## src/rtl/mrhm_pkg.sv

```systemverilog
// constants, states and state record of the rtp header monitor
package mrhm_pkg;
   localparam logic [7:0] A_CTRL = 8'h00;
   localparam logic [7:0] A_TS_STEP = 8'h04;
   localparam logic [7:0] A_MARK_PER = 8'h08;
   localparam logic [7:0] A_ERR = 8'h0C;
   localparam logic [7:0] A_RTP0 = 8'h10;
   localparam logic [7:0] A_RTP_TS = 8'h14;
   localparam logic [7:0] A_SSRC = 8'h18;
   localparam logic [7:0] A_HBR0 = 8'h1C;
   localparam logic [7:0] A_HBR1 = 8'h20;
   localparam logic [7:0] A_VTS = 8'h24;
   localparam logic [7:0] A_DECODE = 8'h28;
   localparam logic [7:0] A_MEDIA = 8'h2C;
   localparam int C_EN = 0;
   localparam int C_CLR = 1;
   localparam int C_MODE = 2;
   localparam logic [1:0] MODE_HBR = 2'h0;
   localparam logic [1:0] MODE_VID = 2'h1;
   localparam logic [1:0] MODE_AUD = 2'h2;
   localparam logic [1:0] MODE_DAT = 2'h3;
   localparam logic EN_RST = 1'b1;
   localparam logic [1:0] MODE_RST = MODE_HBR;
   localparam logic [31:0] TS_STEP_RST = 32'h0000_0000;
   localparam logic [23:0] MARK_PER_RST = 24'h00_0000;
   localparam int ERR_W = 5;
   localparam int E_SEQ = 0;
   localparam int E_TS = 1;
   localparam int E_FC = 2;
   localparam int E_MARK = 3;
   localparam int E_VER = 4;
   localparam logic [1:0] RTP_VERSION = 2'h2;
   localparam logic [6:0] PT_HBR = 7'h62;
   localparam logic [6:0] PT_FEC = 7'h63;
   localparam logic [6:0] PT_TSE = 7'h21;
   localparam logic [3:0] RTP_LAST = 4'hB;
   localparam logic [3:0] XH_LAST = 4'h3;
   localparam logic [3:0] HBR_LAST = 4'h7;
   localparam logic [3:0] VTS_LAST = 4'h3;
   localparam int WORD_SH = 2;
   localparam int MARK_TOL_SH = 6;
   // fixed rtp header, first octet at the top
   localparam int R_VER = 94;
   localparam int R_PAD = 93;
   localparam int R_EXT = 92;
   localparam int R_CC = 88;
   localparam int R_MARK = 87;
   localparam int R_PT = 80;
   localparam int R_SEQ = 64;
   localparam int R_TS = 32;
   // media payload header, first octet at the top
   localparam int H_EXT = 60;
   localparam int H_FMT = 59;
   localparam int H_VSID = 56;
   localparam int H_FC = 48;
   localparam int H_REF = 46;
   localparam int H_SCR = 44;
   localparam int H_FEC = 41;
   localparam int H_CF = 37;
   localparam int H_MAP = 28;
   localparam int H_FRAME = 20;
   localparam int H_FRATE = 12;
   localparam int H_SAMPLE = 8;

   typedef enum logic [2:0] {ST_IDLE, ST_RTP, ST_SKIP, ST_XHDR, ST_HBR, ST_VTS, ST_PAY}
      mrhm_pstate_t;

   typedef struct packed {
      logic en;
      logic [1:0] mode;
      logic clr;
      logic [31:0] ts_step;
      logic [23:0] mark_per;
      logic aw;
      logic [7:0] aidx;
      logic [31:0] rdata;
      mrhm_pstate_t st;
      mrhm_pstate_t ret;
      logic [3:0] cnt;
      logic [17:0] skip;
      logic [95:0] rtp;
      logic [15:0] xlen;
      logic [63:0] hbr;
      logic [31:0] vts;
      logic hdr_ok;
      logic hbr_ok;
      logic vts_ok;
      logic [15:0] paycnt;
      logic [7:0] lastb;
      logic [15:0] prev_seq;
      logic [31:0] prev_ts;
      logic prev_mark;
      logic have_prev;
      logic [31:0] frm_ts;
      logic have_frm;
      logic [7:0] prev_fc;
      logic have_fc;
      logic [23:0] mcnt;
      logic have_mark;
      logic [ERR_W-1:0] err;
      logic [95:0] lrtp;
      logic [63:0] lhbr;
      logic [31:0] lvts;
      logic [15:0] media;
   } mrhm_state_t;
endpackage

```

## src/rtl/mrhm_monitor.sv

```systemverilog
// rtp media header monitor with ahb-lite register slave
// What this block does
// - payload header parsed only for media type
// - source role 0 primary, 1 protect, else reserved
// - frame counter must step by one per frame
// - timestamp reference: 1 flagged illegal, others valid
// - nonzero scrambling code reported reserved
// - fec code above two reported reserved
// - word clock codes above five reported reserved
// - mapping code above two reported reserved
// - unknown raster codes reported reserved
// - frame rate codes decoded, gaps reserved
// - sampling codes four and above eight reserved
// - skip header extension words of four octets
// - version must be two; shown and flagged
// - padding octets excluded from media count
// - marker period checked against expected rate
// - sequence must advance by exactly one
// - video and data mode timestamp step checked per frame
// - audio timestamp step checked per packet
// - payload types 98, 99, 33 classified
`timescale 1ns/100ps
module mrhm_monitor #(
   parameter int CLK_HZ = 50000000
) (
   input wire logic hclk,
   input wire logic hresetn,
   input wire logic hsel,
   input wire logic [31:0] haddr,
   input wire logic [1:0] htrans,
   input wire logic hwrite,
   input wire logic [2:0] hsize,
   input wire logic [31:0] hwdata,
   input wire logic hready,
   output logic hreadyout,
   output logic hresp,
   output logic [31:0] hrdata,
   input wire logic pkt_valid,
   input wire logic [7:0] pkt_data,
   input wire logic pkt_sop,
   input wire logic pkt_eop,
   output logic [mrhm_pkg::ERR_W-1:0] err_flags
);
   mrhm_pkg::mrhm_state_t s;
   mrhm_pkg::mrhm_state_t n;
   logic take;
   logic pkt_done;
   logic jump;
   logic [17:0] jump_len;
   mrhm_pkg::mrhm_pstate_t jump_st;
   logic [15:0] seq;
   logic [31:0] ts;
   logic mark;
   logic frm_start;
   logic [7:0] fc;
   logic [23:0] exp_per;
   logic [23:0] per_diff;
   logic [15:0] media_calc;
   localparam int ERR_W_L = mrhm_pkg::ERR_W;
   logic [ERR_W_L-1:0] new_err;

   function automatic mrhm_pkg::mrhm_pstate_t after_x(input logic [6:0] pt);
      after_x = (pt == mrhm_pkg::PT_HBR) ? mrhm_pkg::ST_HBR : mrhm_pkg::ST_PAY;
   endfunction

   function automatic logic [23:0] frate_period(input logic [7:0] code);
      unique case (code)
         8'h10: frate_period = 24'(CLK_HZ / 60);
         8'h11: frate_period = 24'(CLK_HZ / 1000 * 1001 / 60);
         8'h12: frate_period = 24'(CLK_HZ / 50);
         8'h14: frate_period = 24'(CLK_HZ / 48);
         8'h15: frate_period = 24'(CLK_HZ / 1000 * 1001 / 48);
         8'h16: frate_period = 24'(CLK_HZ / 30);
         8'h17: frate_period = 24'(CLK_HZ / 1000 * 1001 / 30);
         8'h18: frate_period = 24'(CLK_HZ / 25);
         8'h1A: frate_period = 24'(CLK_HZ / 24);
         8'h1B: frate_period = 24'(CLK_HZ / 1000 * 1001 / 24);
         default: frate_period = 24'h00_0000;
      endcase
   endfunction

   function automatic logic [10:0] decode(input logic [63:0] h, input logic [6:0] pt);
      logic [7:0] fr;
      logic [7:0] rt;
      logic [3:0] sm;
      logic [1:0] cls;
      fr = h[mrhm_pkg::H_FRAME +: 8];
      rt = h[mrhm_pkg::H_FRATE +: 8];
      sm = h[mrhm_pkg::H_SAMPLE +: 4];
      cls = (pt == mrhm_pkg::PT_HBR) ? 2'h1 : (pt == mrhm_pkg::PT_FEC) ? 2'h2 :
         (pt == mrhm_pkg::PT_TSE) ? 2'h3 : 2'h0;
      decode[0] = h[mrhm_pkg::H_VSID +: 3] > 3'h1;
      decode[1] = h[mrhm_pkg::H_REF +: 2] == 2'h1;
      decode[2] = h[mrhm_pkg::H_SCR +: 2] != 2'h0;
      decode[3] = h[mrhm_pkg::H_FEC +: 3] > 3'h2;
      decode[4] = h[mrhm_pkg::H_CF +: 4] > 4'h5;
      decode[5] = h[mrhm_pkg::H_MAP +: 4] > 4'h2;
      decode[6] = !(fr == 8'h00 || fr == 8'h10 || fr == 8'h11 || fr == 8'h30 ||
         (fr >= 8'h20 && fr <= 8'h24));
      decode[7] = (rt >= 8'h05 && rt <= 8'h0F) || rt == 8'h13 || rt == 8'h19 ||
         rt >= 8'h1C;
      decode[8] = sm == 4'h4 || sm > 4'h8;
      decode[10:9] = cls;
   endfunction

   function automatic logic [31:0] rd(input mrhm_pkg::mrhm_state_t q, input logic [7:0] a);
      unique case (a)
         mrhm_pkg::A_CTRL: rd = {28'h000_0000, q.mode, 2'h0} | 32'(q.en);
         mrhm_pkg::A_TS_STEP: rd = q.ts_step;
         mrhm_pkg::A_MARK_PER: rd = {8'h00, q.mark_per};
         mrhm_pkg::A_ERR: rd = {27'h000_0000, q.err};
         mrhm_pkg::A_RTP0: rd = q.lrtp[95:64];
         mrhm_pkg::A_RTP_TS: rd = q.lrtp[63:32];
         mrhm_pkg::A_SSRC: rd = q.lrtp[31:0];
         mrhm_pkg::A_HBR0: rd = q.lhbr[63:32];
         mrhm_pkg::A_HBR1: rd = q.lhbr[31:0];
         mrhm_pkg::A_VTS: rd = q.lvts;
         mrhm_pkg::A_DECODE: rd = {21'h00_0000, decode(q.lhbr, q.lrtp[mrhm_pkg::R_PT +: 7])};
         mrhm_pkg::A_MEDIA: rd = {16'h0000, q.media};
         default: rd = 32'h0000_0000;
      endcase
   endfunction

   assign take = pkt_valid && s.en;

   always_comb
   begin
      n = s;
      n.clr = 1'b0;
      jump = 1'b0;
      jump_len = 18'h0_0000;
      jump_st = mrhm_pkg::ST_PAY;
      n.mcnt = s.mcnt + 24'(~&s.mcnt);
      // register slave: address phase, then write data phase
      if (hsel && htrans[1] && hready)
      begin
         n.aw = hwrite;
         n.aidx = haddr[7:0];
         n.rdata = hwrite ? 32'h0000_0000 : rd(s, haddr[7:0]);
      end
      else
      begin
         n.aw = 1'b0;
      end
      if (s.aw)
      begin
         unique case (s.aidx)
            mrhm_pkg::A_CTRL:
            begin
               n.en = hwdata[mrhm_pkg::C_EN];
               n.clr = hwdata[mrhm_pkg::C_CLR];
               n.mode = hwdata[mrhm_pkg::C_MODE +: 2];
            end
            mrhm_pkg::A_TS_STEP: n.ts_step = hwdata;
            mrhm_pkg::A_MARK_PER: n.mark_per = hwdata[23:0];
            default: n.mark_per = s.mark_per;
         endcase
      end
      // header walk, one octet per accepted beat
      if (take)
      begin
         if (pkt_sop)
         begin
            n.rtp = {s.rtp[87:0], pkt_data};
            n.cnt = 4'h1;
            n.st = mrhm_pkg::ST_RTP;
            n.hdr_ok = 1'b0;
            n.hbr_ok = 1'b0;
            n.vts_ok = 1'b0;
            n.paycnt = 16'h0000;
            n.lastb = 8'h00;
         end
         else
         begin
            unique case (s.st)
               mrhm_pkg::ST_IDLE: n.st = mrhm_pkg::ST_IDLE;
               mrhm_pkg::ST_RTP:
               begin
                  n.rtp = {s.rtp[87:0], pkt_data};
                  n.cnt = s.cnt + 4'h1;
                  if (s.cnt == mrhm_pkg::RTP_LAST)
                  begin
                     n.hdr_ok = 1'b1;
                     jump = 1'b1;
                     jump_len = 18'(n.rtp[mrhm_pkg::R_CC +: 4]) << mrhm_pkg::WORD_SH;
                     jump_st = n.rtp[mrhm_pkg::R_EXT] ? mrhm_pkg::ST_XHDR :
                        after_x(n.rtp[mrhm_pkg::R_PT +: 7]);
                  end
               end
               mrhm_pkg::ST_SKIP:
               begin
                  n.skip = s.skip - 18'h0_0001;
                  if (s.skip == 18'h0_0001)
                  begin
                     n.st = s.ret;
                     n.cnt = 4'h0;
                  end
               end
               mrhm_pkg::ST_XHDR:
               begin
                  n.xlen = {s.xlen[7:0], pkt_data};
                  n.cnt = s.cnt + 4'h1;
                  if (s.cnt == mrhm_pkg::XH_LAST)
                  begin
                     jump = 1'b1;
                     jump_len = 18'(n.xlen) << mrhm_pkg::WORD_SH;
                     jump_st = after_x(s.rtp[mrhm_pkg::R_PT +: 7]);
                  end
               end
               mrhm_pkg::ST_HBR:
               begin
                  n.hbr = {s.hbr[55:0], pkt_data};
                  n.cnt = s.cnt + 4'h1;
                  if (s.cnt == mrhm_pkg::HBR_LAST)
                  begin
                     n.hbr_ok = 1'b1;
                     jump = 1'b1;
                     if (n.hbr[mrhm_pkg::H_CF +: 4] != 4'h0)
                     begin
                        jump_st = mrhm_pkg::ST_VTS;
                     end
                     else
                     begin
                        jump_len = 18'(n.hbr[mrhm_pkg::H_EXT +: 4]) << mrhm_pkg::WORD_SH;
                     end
                  end
               end
               mrhm_pkg::ST_VTS:
               begin
                  n.vts = {s.vts[23:0], pkt_data};
                  n.cnt = s.cnt + 4'h1;
                  if (s.cnt == mrhm_pkg::VTS_LAST)
                  begin
                     n.vts_ok = 1'b1;
                     jump = 1'b1;
                     jump_len = 18'(s.hbr[mrhm_pkg::H_EXT +: 4]) << mrhm_pkg::WORD_SH;
                  end
               end
               mrhm_pkg::ST_PAY:
               begin
                  n.paycnt = s.paycnt + 16'h0001;
                  n.lastb = pkt_data;
               end
               default: n.st = mrhm_pkg::ST_IDLE;
            endcase
         end
      end
      if (jump)
      begin
         n.cnt = 4'h0;
         n.skip = jump_len;
         n.ret = jump_st;
         n.st = (jump_len == 18'h0_0000) ? jump_st : mrhm_pkg::ST_SKIP;
      end
      // packet end: continuity and rate checks
      pkt_done = take && pkt_eop && n.hdr_ok;
      seq = n.rtp[mrhm_pkg::R_SEQ +: 16];
      ts = n.rtp[mrhm_pkg::R_TS +: 32];
      mark = n.rtp[mrhm_pkg::R_MARK];
      fc = n.hbr[mrhm_pkg::H_FC +: 8];
      frm_start = s.have_prev && s.prev_mark;
      media_calc = (n.rtp[mrhm_pkg::R_PAD] && n.paycnt >= 16'(n.lastb)) ?
         n.paycnt - 16'(n.lastb) : (n.rtp[mrhm_pkg::R_PAD] ? 16'h0000 : n.paycnt);
      exp_per = (s.mode == mrhm_pkg::MODE_HBR) ?
         frate_period(n.hbr[mrhm_pkg::H_FRATE +: 8]) : s.mark_per;
      per_diff = (s.mcnt > exp_per) ? s.mcnt - exp_per : exp_per - s.mcnt;
      new_err = '0;
      if (pkt_done)
      begin
         new_err[mrhm_pkg::E_SEQ] = s.have_prev && seq != s.prev_seq + 16'h0001;
         if (s.mode == mrhm_pkg::MODE_HBR || s.mode == mrhm_pkg::MODE_AUD)
         begin
            new_err[mrhm_pkg::E_TS] = s.have_prev && ts - s.prev_ts != s.ts_step;
         end
         else
         begin
            new_err[mrhm_pkg::E_TS] = frm_start && s.have_frm && ts - s.frm_ts != s.ts_step;
         end
         new_err[mrhm_pkg::E_FC] = n.hbr_ok && frm_start && s.have_fc &&
            fc != s.prev_fc + 8'h01;
         new_err[mrhm_pkg::E_MARK] = mark && s.have_mark && s.mode != mrhm_pkg::MODE_AUD &&
            exp_per != 24'h00_0000 && per_diff > (exp_per >> mrhm_pkg::MARK_TOL_SH);
         new_err[mrhm_pkg::E_VER] = n.rtp[mrhm_pkg::R_VER +: 2] != mrhm_pkg::RTP_VERSION;
      end
      // session clear drops baselines; a new event still wins
      if (s.clr)
      begin
         n.have_prev = 1'b0;
         n.have_frm = 1'b0;
         n.have_fc = 1'b0;
         n.have_mark = 1'b0;
      end
      n.err = (s.clr ? '0 : s.err) | new_err;
      if (pkt_done)
      begin
         n.prev_seq = seq;
         n.prev_ts = ts;
         n.prev_mark = mark;
         n.have_prev = 1'b1;
         if (frm_start)
         begin
            n.frm_ts = ts;
            n.have_frm = 1'b1;
         end
         if (n.hbr_ok)
         begin
            n.prev_fc = fc;
            n.have_fc = 1'b1;
            n.lhbr = n.hbr;
         end
         if (mark)
         begin
            n.mcnt = 24'h00_0000;
            n.have_mark = 1'b1;
         end
         n.lrtp = n.rtp;
         n.lvts = n.vts_ok ? n.vts : 32'h0000_0000;
         n.media = media_calc;
      end
   end

   always_ff @(posedge hclk or negedge hresetn)
   begin
      if (!hresetn)
      begin
         s <= '0;
         s.en <= mrhm_pkg::EN_RST;
         s.mode <= mrhm_pkg::MODE_RST;
         s.ts_step <= mrhm_pkg::TS_STEP_RST;
         s.mark_per <= mrhm_pkg::MARK_PER_RST;
      end
      else
      begin
         s <= n;
      end
   end

   assign hreadyout = 1'b1;
   assign hresp = 1'b0;
   assign hrdata = s.rdata;
   assign err_flags = s.err;
endmodule

```

## config.mk

```make
export PLATFORM = sky130hd
export DESIGN_NAME = mrhm_monitor
export DESIGN_NICKNAME = d
export VERILOG_FILES = /design/src/rtl/mrhm_pkg.sv /design/src/rtl/mrhm_monitor.sv
export SDC_FILE = /design/constraint.sdc
export NUM_CORES = 2
export LEC_CHECK = 0
export BUFFER_PORTS_ARGS = -buffer_cell sky130_fd_sc_hd__buf_4
export CORE_MARGIN = 8
export CORE_UTILIZATION = 45
export DETAILED_ROUTE_END_ITERATION = 8
export PLACE_DENSITY_LB_ADDON = 0.05
export SLEW_MARGIN = 40
export SYNTH_ARGS = -nofsm -noshare
export SYNTH_HDL_FRONTEND = slang
export SYNTH_SLANG_ARGS = --single-unit
```

## constraint.sdc

```tcl
create_clock -name hclk -period 12.9 [get_ports hclk]
set_clock_uncertainty 0.2 [all_clocks]
set_input_delay 2.58 -clock hclk [delete_from_list [all_inputs] [get_ports hclk]]
set_output_delay 2.58 -clock hclk [all_outputs]
set_load 0.1 [all_outputs]
```

==> results.cfg <==
[grt]
grt_overflow = 0
grt_pass1_vias = 29200
grt_use_total = 0.290
antenna_found_initial = 7
grt_pass1_wl_mm = 196
grt_max_degree = 208

[run]
max_cap_viol_count = 0

[worst_setup_path]
max_stage_delay_ps = 600
crit_path_top_delay_cell = a2111oi_4
crit_buf_inv = 4
crit_fanout = 15
crit_arrival_ps = 11130
start_kind = input pin
worst-setup-path-type = input pin to register
cp.required_ps = 13200
end_kind = register
crit_family = compound AO/OA/AOI/OAI gates

[synth]
synth_flop_cell = dfrtp_1
synth_sequential_area_ratio = 0.438
synth_edf_count = 0
synth_largest_area_cell = dfrtp_1
async_reset_ff_frac = 1.00
synth.area.top_cells = dfrtp_1, mux2_2, nand2_1
ys_ff_latch = 629
netlist.area_leader.share = 0.438
netlist_area_sq_um = 35900
ys_types = 87
syn_inst = 3838
avgSynthCellArea_sq_um = 9.36
yosys_warnings = 0
synth_nets = 4076

[clock_network]
path_clk_slew_ps = 60
post_cts_resized = 0
clockBufferDepth = 3
htreeDepth = 3
ctsHoldBuffers = 0
clk_latency_ps = 630
cts-root-buf = clkbuf_16
cts_setup_buffers = 0
cts_tree = done
cts.sinks = 629
cts_made_buffers = 74

[sta]
clock.fmax_mhz = 92.4
fin_setup_tns_ps = 0
final-setup-viol-count = 0
finalHoldViolCount = 0
drv_slew = 0
tightest_slew_ps = 934
fin_crit_ps = 10820
setup_ws_ps = 2080
maxSlewHeadroom = 0.377
post-route-period-util = 0.839
rsz0062_at_grt = no

[floorplan]
die_area_sq_um = 89100
die_w_um = 298
core_area_sq_um = 79000
ios = 124
die_h_um = 298
placementRows = 103
start_util = 0.455

[placed_design]
io_buffer_count = 93
hpwl_mm = 99.8
placed_area_sq_um = 37500
pre_cts_slack_ps = 1480
gp_congestion = 0.973

[power]
power_per_cell_area_nw_per_um2 = 121
ir_drop_uv = 136
leakage_uw = 0.0196

[cells_and_area]
drive_gt1_frac = 0.133
syn_to_final_growth_pct = 12.0
fillerInstances = 7365
final_nets = 4074
fin_area_sq_um = 40200

[detailed_routing]
drt-vias-per-instance = 6.12
wire_per_inst_um = 27.0
ant_nets = 0
vias = 30300
drtIter0Drc = 2985
wirelength_mm = 134
drc = 0
firstDrtPassIters = 6

[outcome]
status = finished clean

[min_path]
hp-class = register to register
## where the power goes
part	internal (uW)	leakage, uW	switching, uW	total, uW
registers	2040	0.00838	100	2140
logic	202	0.00995	315	516
clock network	1310	0.00127	896	2200
## Yosys cell counts (14+ instances only)
| master | count |
|---|---|
| a211oi_1 | 14 |
| a21o_1 | 62 |
| a21oi_1 | 177 |
| a221oi_1 | 27 |
| a222oi_1 | 21 |
| a22o_1 | 59 |
| a22oi_1 | 90 |
| a31oi_1 | 20 |
| and3_1 | 28 |
| buf_1 | 24 |
| buf_4 | 39 |
| clkbuf_1 | 155 |
| dfrtp_1 | 628 |
| ha_1 | 148 |
| inv_1 | 214 |
| mux2_2 | 210 |
| mux2i_1 | 72 |
| nand2_1 | 597 |
| nand2b_1 | 24 |
| nand3_1 | 91 |
| nand3b_1 | 17 |
| nand4_1 | 42 |
| nor2_1 | 220 |
| nor2b_1 | 34 |
| nor3_1 | 60 |
| nor4_1 | 24 |
| o211ai_1 | 15 |
| o21a_1 | 32 |
| o21ai_0 | 267 |
| or3_1 | 18 |
| xnor2_1 | 122 |
| xor2_1 | 61 |
## cells by family (layout without fill, tap and decap cells)
group	count (synthesis)	in the layout	share of synthesized area
AOI/OAI and AO/OA	928	928	0.172
other	2	4	0.000209
DFF	629	629	0.438
and+or+nand+nor	1222	1222	0.154
buffers and inverters	437	492	0.0498
adders and majority gates	153	153	0.0544
muxes	282	282	0.0859
xor gates and xnor gates	185	185	0.0459
## routing by layer
metal	share of wire	up-vias	GRT usage
met5	0.00018	-	0
met4	0.043	4	0.109
met3	0.074	219	0.0461
met2	0.44	1227	0.445
met1	0.44	15300	0.413
li1	-	13600	-
## cell type report
type,count,area [sq um],area share
well taps,1050,1310,0.0327
clock inverters,29,392,0.00974
repair buffers,142,1290,0.0321
flip-flops and latches,629,15700,0.391
clock buffers,104,2180,0.0541
inverters,217,815,0.0203
multi-input cells,2772,18500,0.460
diodes,2,5.00,0.000124
## state kept, by name, indices dropped and copies added (netlist names)
register   cells
s            592
hrdata        32
err_flags      5
## cells in the final DEF (no fill, tap or decap), types with 10 or more instances in the layout
cell type,instances
clkinv_2,13
nand2_1,595
o21ai_0,266
o31ai_1,12
nor3_1,56
a222oi_1,21
or3_1,18
and3_1,28
a21oi_1,177
a31oi_1,20
clkbuf_1,10
clkbuf_16,75
a22oi_1,90
nand3_1,89
o21a_1,32
ha_1,148
a2111oi_0,12
or4_1,12
o211ai_1,15
o21bai_1,10
inv_1,214
xor2_1,61
nor4_1,24
a221oi_1,27
xnor2_1,122
a22o_1,59
nand3b_1,17
and2_1,13
nor2b_1,34
a211oi_1,14
nor2_1,210
nand2b_1,24
clkbuf_8,19
mux2i_1,72
nand4_1,42
a21o_1,62
buf_4,124
dfrtp_1,628
mux2_2,210
## worst paths after layout
path / from / endpoint / slack [ps] / cells after the start
worst max-delay path: pkt_sop / err_flags[3] / 2080 / 31
worst min-delay path: s[446] / s[446] / 270 / 2
worst max register to register: s[693] / err_flags[3] / 3590 / 30
worst min register to register: s[446] / s[446] / 270 / 2
max in group asynchronous: hresetn / s[236] / 8820 / 5
min in group asynchronous: hresetn / s[576] / 1590 / 1
## metrics by stage
step	power (uW)	instances	util	hold slack [ps]
3_5_place_dp	2680	4805	0.475	261
5_1_grt	5030	4943	0.509	284
2_1_floorplan	2450	3838	-	236
3_3_place_gp	2660	4801	0.473	257
4_1_cts	4890	4938	0.507	276
6_report	4860	4945	0.509	272
## tightest hold or removal path: stages (launching register included)
cell,delay (ps)
dfrtp_1,320
nand2_1,40
nand2_1,70
Power figures use the tool's default switching activity.
